[config.mk]
export PLATFORM = sky130hd
export DESIGN_NAME = zam_top
export DESIGN_NICKNAME = d
export VERILOG_FILES = /design/src/zam_pkg.sv /design/src/zam_channel.sv /design/src/zam_top.sv
export VERILOG_INCLUDE_DIRS = /design/src
export SDC_FILE = /design/constraint.sdc
export NUM_CORES = 2
export LEC_CHECK = 0
export ABC_CLOCK_PERIOD_IN_PS = 6780
export BUFFER_PORTS_ARGS = -buffer_cell sky130_fd_sc_hd__buf_4
export CAP_MARGIN = 5
export CORE_UTILIZATION = 59
export CTS_BUF_LIST = sky130_fd_sc_hd__clkbuf_4 sky130_fd_sc_hd__clkbuf_8
export CTS_CLUSTER_DIAMETER = 50
export DETAILED_ROUTE_END_ITERATION = 7
export HOLD_SLACK_MARGIN = 0.12
export PLACE_DENSITY = 0.81
export SYNTH_ARGS = -nofsm -noshare
export SYNTH_HDL_FRONTEND = slang
export SYNTH_SLANG_ARGS = --single-unit
[constraint.sdc]
create_clock -name clk -period 6.78 [get_ports clk]
set_input_delay 0.678 -clock clk [delete_from_list [all_inputs] [get_ports clk]]
set_output_delay 0.678 -clock clk [all_outputs]
set_load 0.1 [all_outputs]
[src/zam_regs.svh]
// Timing constants and reset values for the zone accumulation motor controller.
`ifndef ZAM_REGS_SVH
`define ZAM_REGS_SVH
`define ZAM_CLK_HZ        200000000
`define ZAM_TICK_HZ       1000
`define ZAM_TICK_CYCLES   (`ZAM_CLK_HZ / `ZAM_TICK_HZ)
`define ZAM_ATTEMPTS_RST  8'h00
`define ZAM_ZERO8         8'h00
`define ZAM_ZERO16        16'h0000
`define ZAM_ONE16         16'h0001
`define ZAM_ONE8          8'h01
`define ZAM_MS_MAX        16'hFFFF
`endif

[src/zam_pkg.sv]
// Types for the zone accumulation motor controller.
package zam_pkg;
  typedef enum logic [1:0] {
    ZAM_CH_RUN,
    ZAM_CH_WAIT,
    ZAM_CH_LATCHED
  } zam_ch_state_t;
  typedef enum logic [1:0] {
    ZAM_Z_EMPTY,
    ZAM_Z_ARRIVING,
    ZAM_Z_HOLD,
    ZAM_Z_RELEASE
  } zam_zone_state_t;
endpackage

[src/zam_channel.sv]
// One motor channel: commutation error recovery and PI velocity loop with feed-forward.
`timescale 1ns/1ps
`include "zam_regs.svh"
module zam_channel
  import zam_pkg::*;
#(
  parameter int VW = 16
) (
  input  wire logic          clk,
  input  wire logic          rst_n,
  input  wire logic          ms_tick,
  input  wire logic          commut_err,
  input  wire logic          manual_ack,
  input  wire logic [7:0]    max_attempts,
  input  wire logic [15:0]   ack_delay_ms,
  input  wire logic          run_req,
  input  wire logic signed [VW-1:0] vel_set,
  input  wire logic signed [VW-1:0] vel_meas,
  input  wire logic [7:0]    kp,
  input  wire logic [7:0]    ti,
  input  wire logic [7:0]    kff,
  output logic               enabled_r,
  output logic               latched_r,
  output logic [7:0]         attempts_r,
  output logic [15:0]        since_ack_ms_r,
  output logic signed [VW-1:0] drive_r
);
  zam_ch_state_t      st_r;
  logic [15:0]        wait_ms_r;
  logic signed [VW+15:0] integ_r;
  logic [7:0]         ti_cnt_r;
  logic signed [VW:0] err;
  logic signed [VW+15:0] ff_term;
  logic signed [VW+15:0] p_term;
  logic signed [VW+15:0] sum;
  logic               auto_ok;

  // Same path whether commanded centrally or by zone logic.
  assign auto_ok = (max_attempts != `ZAM_ATTEMPTS_RST) && (attempts_r < max_attempts);

  always_ff @(posedge clk or negedge rst_n) begin
    if (!rst_n) begin
      st_r       <= ZAM_CH_RUN;
      wait_ms_r  <= `ZAM_ZERO16;
      attempts_r <= `ZAM_ZERO8;
    end else begin
      case (st_r)
        ZAM_CH_RUN: begin
          if (commut_err) begin
            wait_ms_r <= `ZAM_ZERO16;
            st_r      <= auto_ok ? ZAM_CH_WAIT : ZAM_CH_LATCHED;
          end
        end
        ZAM_CH_WAIT: begin
          if (manual_ack) begin
            st_r       <= ZAM_CH_RUN;
            attempts_r <= `ZAM_ZERO8;
          end else if (wait_ms_r >= ack_delay_ms) begin
            st_r       <= ZAM_CH_RUN;
            attempts_r <= attempts_r + `ZAM_ONE8;
          end else if (ms_tick) begin
            wait_ms_r <= wait_ms_r + `ZAM_ONE16;
          end
        end
        ZAM_CH_LATCHED: begin
          if (manual_ack) begin
            st_r       <= ZAM_CH_RUN;
            attempts_r <= `ZAM_ZERO8;
          end
        end
        default: st_r <= ZAM_CH_RUN;
      endcase
    end
  end

  always_ff @(posedge clk or negedge rst_n) begin
    if (!rst_n) begin
      enabled_r <= 1'b0;
      latched_r <= 1'b0;
    end else begin
      enabled_r <= (st_r == ZAM_CH_RUN) && !commut_err;
      latched_r <= (st_r == ZAM_CH_LATCHED);
    end
  end

  // Elapsed time since the last automatic acknowledgement; saturates rather than wraps.
  always_ff @(posedge clk or negedge rst_n) begin
    if (!rst_n) begin
      since_ack_ms_r <= `ZAM_ZERO16;
    end else if (st_r == ZAM_CH_WAIT && !manual_ack && wait_ms_r >= ack_delay_ms) begin
      since_ack_ms_r <= `ZAM_ZERO16;
    end else if (ms_tick && since_ack_ms_r != `ZAM_MS_MAX) begin
      since_ack_ms_r <= since_ack_ms_r + `ZAM_ONE16;
    end
  end

  assign err     = (VW+1)'(vel_set) - (VW+1)'(vel_meas);
  assign ff_term = (VW+16)'(vel_set) * $signed({1'b0, kff});
  assign p_term  = (VW+16)'(err) * $signed({1'b0, kp});
  // Gain zero leaves pure feed-forward; the integrator is held cleared to zero to avoid windup.
  assign sum     = (kp == `ZAM_ZERO8) ? ff_term : (ff_term + p_term + integ_r);

  // Integral time is applied as a divider on the integration rate, updated per ms.
  always_ff @(posedge clk or negedge rst_n) begin
    if (!rst_n) begin
      integ_r  <= '0;
      ti_cnt_r <= `ZAM_ZERO8;
    end else if (!enabled_r || !run_req || kp == `ZAM_ZERO8) begin
      integ_r  <= '0;
      ti_cnt_r <= `ZAM_ZERO8;
    end else if (ms_tick) begin
      if (ti_cnt_r >= ti) begin
        ti_cnt_r <= `ZAM_ZERO8;
        integ_r  <= integ_r + p_term;
      end else begin
        ti_cnt_r <= ti_cnt_r + `ZAM_ONE8;
      end
    end
  end

  always_ff @(posedge clk or negedge rst_n) begin
    if (!rst_n) begin
      drive_r <= '0;
    end else if (!enabled_r || !run_req) begin
      drive_r <= '0;
    end else begin
      drive_r <= sum[VW+7:8];
    end
  end
endmodule // zam_channel

[src/zam_top.sv]
// Two-channel zone accumulation motor controller top level.
// Functional notes
// - A commutation error disables the affected channel.
// - Auto acknowledge waits the set milliseconds, then re-enables and restarts.
// - Beyond the attempt limit, latch an error cleared only by manual acknowledge.
// - Attempt limit zero disables auto acknowledge; zero is the reset default.
// - Count auto acknowledged errors; clear on power-up and on manual acknowledge while waiting or latched.
// - Provide milliseconds elapsed since the last auto acknowledge.
// - Auto acknowledge acts the same in central and zone mode.
// - Forward a package only when the next zone is free.
// - On package arrival stop the motor and wait for downstream free.
// - When the zone empties, tell upstream the zone is free.
// - After free, tell downstream a package comes; both motors run.
// - Singulated release reports free once the package leaves the sensor.
// - Train release reports free as soon as onward conveying starts.
// - Two zones handshake internally with no external wiring.
// - Outer handshake selectable: discrete pins or fieldbus values.
// - PI velocity loop plus feed-forward with configurable gains.
// - Proportional gain zero leaves only scaled feed-forward.
// - Sensor high means package present unless low-active is selected.
`timescale 1ns/1ps
`include "zam_regs.svh"
module zam_top
  import zam_pkg::*;
#(
  parameter int VW         = 16,
  parameter int TICK_CYCLES = `ZAM_TICK_CYCLES
) (
  input  wire logic              clk,
  input  wire logic              reset_n,
  input  wire logic [1:0]        sensor_pin,
  input  wire logic [1:0]        sensor_low_active,
  input  wire logic [1:0]        commut_err,
  input  wire logic [1:0]        manual_ack,
  input  wire logic [7:0]        max_attempts,
  input  wire logic [15:0]       ack_delay_ms,
  input  wire logic              zone_mode,
  input  wire logic [1:0]        central_run,
  input  wire logic              train_release,
  input  wire logic              link_via_bus,
  input  wire logic              up_coming_pin,
  input  wire logic              dn_free_pin,
  input  wire logic              up_coming_bus,
  input  wire logic              dn_free_bus,
  input  wire logic signed [VW-1:0] vel_set0,
  input  wire logic signed [VW-1:0] vel_set1,
  input  wire logic signed [VW-1:0] vel_meas0,
  input  wire logic signed [VW-1:0] vel_meas1,
  input  wire logic [7:0]        kp,
  input  wire logic [7:0]        ti,
  input  wire logic [7:0]        kff,
  output logic                   up_free_pin_r,
  output logic                   dn_coming_pin_r,
  output logic                   up_free_bus_r,
  output logic                   dn_coming_bus_r,
  output logic [1:0]             ch_enabled_r,
  output logic [1:0]             ch_latched_r,
  output logic [7:0]             attempts0_r,
  output logic [7:0]             attempts1_r,
  output logic [15:0]            since_ack0_r,
  output logic [15:0]            since_ack1_r,
  output logic signed [VW-1:0]   drive0_r,
  output logic signed [VW-1:0]   drive1_r,
  output logic [1:0]             zone_full_r
);
  logic        rs1_r, rst_n;
  logic [31:0] pre_r;
  logic        ms_tick_r;
  logic [3:0]  sync1_r, sync2_r;
  logic [1:0]  present;
  logic        up_coming_in, dn_free_in;
  zam_zone_state_t zst_r [2];
  logic [1:0]  zfree_r, zcoming_r, zrun;
  logic [1:0]  zone_free_in, zone_coming_in;
  logic [1:0]  run_req;
  logic [1:0]  en_w, lat_w;

  always_ff @(posedge clk or negedge reset_n) begin
    if (!reset_n) begin
      rs1_r <= 1'b0;
      rst_n <= 1'b0;
    end else begin
      rs1_r <= 1'b1;
      rst_n <= rs1_r;
    end
  end

  always_ff @(posedge clk or negedge rst_n) begin
    if (!rst_n) begin
      pre_r     <= '0;
      ms_tick_r <= 1'b0;
    end else if (pre_r == 32'(TICK_CYCLES - 1)) begin
      pre_r     <= '0;
      ms_tick_r <= 1'b1;
    end else begin
      pre_r     <= pre_r + 32'h00000001;
      ms_tick_r <= 1'b0;
    end
  end

  // Pins from outside pass two flops; the first stage feeds nothing else.
  always_ff @(posedge clk or negedge rst_n) begin
    if (!rst_n) begin
      sync1_r <= 4'h0;
      sync2_r <= 4'h0;
    end else begin
      sync1_r <= {dn_free_pin, up_coming_pin, sensor_pin};
      sync2_r <= sync1_r;
    end
  end

  assign present      = sync2_r[1:0] ^ sensor_low_active;
  assign up_coming_in = link_via_bus ? up_coming_bus : sync2_r[2];
  assign dn_free_in   = link_via_bus ? dn_free_bus : sync2_r[3];
  // Zone 0 is upstream of zone 1; they talk through internal signals.
  assign zone_free_in   = {dn_free_in, zfree_r[1]};
  assign zone_coming_in = {zcoming_r[0], up_coming_in};

  genvar g;
  generate
    for (g = 0; g < 2; g++) begin : g_zone
      always_ff @(posedge clk or negedge rst_n) begin
        if (!rst_n) begin
          zst_r[g]     <= ZAM_Z_EMPTY;
          zfree_r[g]   <= 1'b0;
          zcoming_r[g] <= 1'b0;
        end else begin
          case (zst_r[g])
            ZAM_Z_EMPTY: begin
              zcoming_r[g] <= 1'b0;
              zfree_r[g]   <= 1'b1;
              if (present[g]) begin
                zst_r[g] <= ZAM_Z_HOLD;
              end else if (zone_coming_in[g]) begin
                zst_r[g] <= ZAM_Z_ARRIVING;
              end
            end
            ZAM_Z_ARRIVING: begin
              if (present[g]) begin
                zfree_r[g] <= 1'b0;
                zst_r[g]   <= ZAM_Z_HOLD;
              end
            end
            ZAM_Z_HOLD: begin
              zfree_r[g] <= 1'b0;
              if (!present[g]) begin
                zst_r[g] <= ZAM_Z_EMPTY;
              end else if (zone_free_in[g]) begin
                zcoming_r[g] <= 1'b1;
                zst_r[g]     <= ZAM_Z_RELEASE;
              end
            end
            ZAM_Z_RELEASE: begin
              zfree_r[g] <= train_release;
              if (!present[g]) begin
                zst_r[g] <= ZAM_Z_EMPTY;
              end
            end
            default: zst_r[g] <= ZAM_Z_EMPTY;
          endcase
        end
      end

      assign zrun[g]    = (zst_r[g] == ZAM_Z_ARRIVING) || (zst_r[g] == ZAM_Z_RELEASE);
      assign run_req[g] = zone_mode ? zrun[g] : central_run[g];
    end
  endgenerate

  zam_channel #(.VW(VW)) u_ch0 (
    .clk            (clk),
    .rst_n          (rst_n),
    .ms_tick        (ms_tick_r),
    .commut_err     (commut_err[0]),
    .manual_ack     (manual_ack[0]),
    .max_attempts   (max_attempts),
    .ack_delay_ms   (ack_delay_ms),
    .run_req        (run_req[0]),
    .vel_set        (vel_set0),
    .vel_meas       (vel_meas0),
    .kp             (kp),
    .ti             (ti),
    .kff            (kff),
    .enabled_r      (en_w[0]),
    .latched_r      (lat_w[0]),
    .attempts_r     (attempts0_r),
    .since_ack_ms_r (since_ack0_r),
    .drive_r        (drive0_r)
  );

  zam_channel #(.VW(VW)) u_ch1 (
    .clk            (clk),
    .rst_n          (rst_n),
    .ms_tick        (ms_tick_r),
    .commut_err     (commut_err[1]),
    .manual_ack     (manual_ack[1]),
    .max_attempts   (max_attempts),
    .ack_delay_ms   (ack_delay_ms),
    .run_req        (run_req[1]),
    .vel_set        (vel_set1),
    .vel_meas       (vel_meas1),
    .kp             (kp),
    .ti             (ti),
    .kff            (kff),
    .enabled_r      (en_w[1]),
    .latched_r      (lat_w[1]),
    .attempts_r     (attempts1_r),
    .since_ack_ms_r (since_ack1_r),
    .drive_r        (drive1_r)
  );

  assign ch_enabled_r = en_w;
  assign ch_latched_r = lat_w;

  // Outer handshake goes to whichever transport is selected; the other stays low.
  always_ff @(posedge clk or negedge rst_n) begin
    if (!rst_n) begin
      up_free_pin_r   <= 1'b0;
      dn_coming_pin_r <= 1'b0;
      up_free_bus_r   <= 1'b0;
      dn_coming_bus_r <= 1'b0;
      zone_full_r     <= 2'b00;
    end else begin
      up_free_pin_r   <= !link_via_bus && zfree_r[0];
      dn_coming_pin_r <= !link_via_bus && zcoming_r[1];
      up_free_bus_r   <= link_via_bus && zfree_r[0];
      dn_coming_bus_r <= link_via_bus && zcoming_r[1];
      zone_full_r     <= present;
    end
  end
endmodule // zam_top

==> flow_summary.yaml <==
status:
  outcome: "finished, violations left"
  violations: "setup timing"
yosys:
  post_synth_mux_area_share_pct: 0.173
  synth_top_area_share_pct: 25.2
  synth_compound_gate_area_share_pct: 11.2
  syn_area_mm2: 0.0361
  post_synthesis_share_of_cell_area_spent_on_full_adders_half_adders_and_majority_gates_pct: 38.6
  synth_warnings: 0
  synth.avg_cell_area_um2: 8.76
  syn_nets: 5095
  ys_seq_area_share_pct: 16.7
  synth_top_family_by_area: "adder cells"
  async_reset_ff_share_pct: 100
  postSynthCellCount: 4121
  netlist_top_cells_area: "fa_1 (25%), dfrtp_1 (17%), ha_1 (13%)"
  post-synth-top-area-cell: "fa_1"
  dominantRegCellSynth: "dfrtp_1"
  yosys_register_bits: 241
  yosys.area_share.simple_pct: 18.5
  synthDistinctLibCells: 84
  synth_edf_count: 0
  synth_xor_xnor_area_share_pct: 6.32
floorplanning:
  die_h_um: 249
  ios: 221
  rows: 90
  fp.dieW_um: 249
  floorplan.die_area_mm2: 0.0622
  total_core_area_mm2: 0.0605
  initial_core_util_pct: 59.7
clock_network:
  clock_insertion_delay_worst_skew_ps: 650
  tritoncts_num_sinks: 241
  clk_transition_reported_paths_ps: 60
  numCtsBuffers: 47
  tritoncts_clock_tree: "done"
  clock_path_buffers: 3
  clock_tree.htree_level_count: 2
  clock_tree.root_cell: "clkbuf_8"
worst_setup_path:
  timing.critical_path.arrival_ps: 9300
  r2r_start: "zst_r[1]"
  cp.depth: 38
  cp_top_family: "adder cells"
  worstSetupStartpointType: "input port"
  cpMaxStageDelayCell: "fa_1"
  cp_max_fo: 3
  critPathRequiredTime_ps: 7320
  rr_endpoint: "u_ch1.integ_r[19]"
  path_buf_inv: 7
  timing_worst_setup_path_type: "input port to flop"
  max_stage_delay_ps: 680
  worstRegToRegCells: 11
  timing.critical_path.from: "vel_set1[1]"
  end_kind: "flop"
  critical_path.most_common_cell: "fa_1"
  setup.reg_to_reg.worst_slack_ps: 3100
  critical_path_destination: "u_ch1.drive_r[15]"
layout:
  instances_no_fill: 5833
  area_growth_pct: 32.6
  finish.net_count: 5987
  layout.cell_area.non_filler_mm2: 0.0479
  post_route_cells_drive_above_1_share_pct: 28.6
  layout.cells.most_common: "buf_4"
  most_frequent_cells_in_the_layout: "buf_4 (873), inv_1 (667), fa_1 (448)"
sta:
  total_negative_setup_slacks_ps: -53320
  finalCritPeriodShare_pct: 129
  finalClockSkew_ps: 64.7
  grt_setup_unrepaired: "true"
  max_slew.worst_pin.slew_ps: 1120
  finalMaxSlewViolations: 0
  finalHoldViolCount: 0
  timing.slew.headroom_pct: 24.8
  final.min_clock_period_ps: 8770
  setup_ws_ps: -1990
  fmaxAchievable_mhz: 114
  setup_viol: 54
hold_path:
  hold_path_class: "input port to flop"
  hold_start: "commut_err[1]"
grt:
  grt_pass1_wl_um: 174000
  grt_antenna_before_repair: 4
  first_global_vias: 35400
  overflow: 0
  grt_max_degree: 68
  track_usage_pct: 34.4
placed_design:
  io_buffers: 220
  place.gp.congestion: 0.960
  post_dp_cell_area_mm2: 0.0440
  dp_slack_ps: -2200
  placed_cells_incl_taps: 5646
  hpwl_um: 79400
routing:
  drt_first_iter_violations: 2909
  route.detailed.drc: 0
  drt_wl_total_um: 116000
  avgRoutedWirePerCell_um: 19.9
  antenna_violating_nets_left: 0
  routed_vias_inst: 5.89
  dr_total_vias: 34400
  firstDrtPassIters: 8
run:
  maxCapViolCount: 0
## cell usage after synthesis (all sizes together) (67+ instances only)
master	n
dfrtp	241
nor2	226
a21oi	164
nand3	81
inv	706
ha	389
clkbuf	97
nor3	67
xor2	109
xnor2	149
o21ai	120
nand2	435
and2	280
fa	454
## worst register-to-register path, delay by kind of cell, from the launching register on
kind / cells / cell delay, ps
compound gates: 4 / 1610
simple gates: 3 / 490
buf+inv: 3 / 800
flops: 1 / 420
fa+ha+maj: 1 / 210
## layer usage
layer | up-vias | track usage [%] | wire length [um]
met3 | 637 | 5.94 | 9850
met5 | - | 0 | 27
met2 | 1874 | 58.3 | 56100
met4 | 4 | 17.0 | 7890
li1 | 15100 | - | -
met1 | 16800 | 42.4 | 42400
## worst min-delay path by stage
| stage | endpoint | slack [ps] | cells past startpoint |
|---|---|---|---|
| after detailed placement | rst_n | 340 | 0 |
| after global routing | u_ch1.enabled_r | 210 | 2 |
| after global placement | sync2_r[3] | 330 | 0 |
| after CTS | u_ch1.enabled_r | 170 | 2 |
| final | u_ch1.enabled_r | 240 | 2 |
| after floorplan | rst_n | 330 | 0 |
## metrics by stage
stage               hold slack (ps)  utilization, %
finish                          237            79.2
global route                    208            79.2
CTS                             175            77.2
detailed placement              337            72.8
global placement                333            72.8
floorplan                       331               -
## kinds of logic (layout without fill, tap and decap cells)
family                     Yosys count  after routing
xor gates and xnor gates           259            259
buffers and inverters              813           1742
DFF                                241            241
AOI/OAI and AO/OA                  611            611
adders and majority gates          843            843
and+or+nand+nor                   1347           1347
other                                1              2
muxes                                6              6
## state kept, by name (all words and copies together), names as in the netlist, 8 cells and up
| signal | flops |
|---|---|
| u_ch0.drive_r | 16 |
| u_ch0.attempts_r | 8 |
| u_ch1.integ_r | 24 |
| u_ch0.ti_cnt_r | 8 |
| u_ch0.since_ack_ms_r | 16 |
| u_ch1.attempts_r | 8 |
| u_ch0.integ_r | 24 |
| u_ch1.ti_cnt_r | 8 |
| u_ch1.wait_ms_r | 16 |
| u_ch1.since_ack_ms_r | 16 |
| u_ch0.wait_ms_r | 16 |
| pre_r | 32 |
| u_ch1.drive_r | 16 |
## timing repair
item,in CTS,in global routing
pin swaps,189,200
hold buffers,5,0
endpoints found under the hold margin,6,0
setup buffers,61,57
endpoints found under the setup margin,49,57
gates resized for setup,221,204
## final cells by class
type	count	area, um^2
fillers	3386	12600
diodes	1	2.50
flip-flops and latches	241	6030
repair buffers	949	7480
inverters	707	2680
well taps	782	978
clock inverters	10	136
clock buffers	76	952
multi-input cells	3067	29600
Power is left out: the tool's default activity adds up to more than one toggle a clock period on the data nets, which glitch-free logic cannot reach.
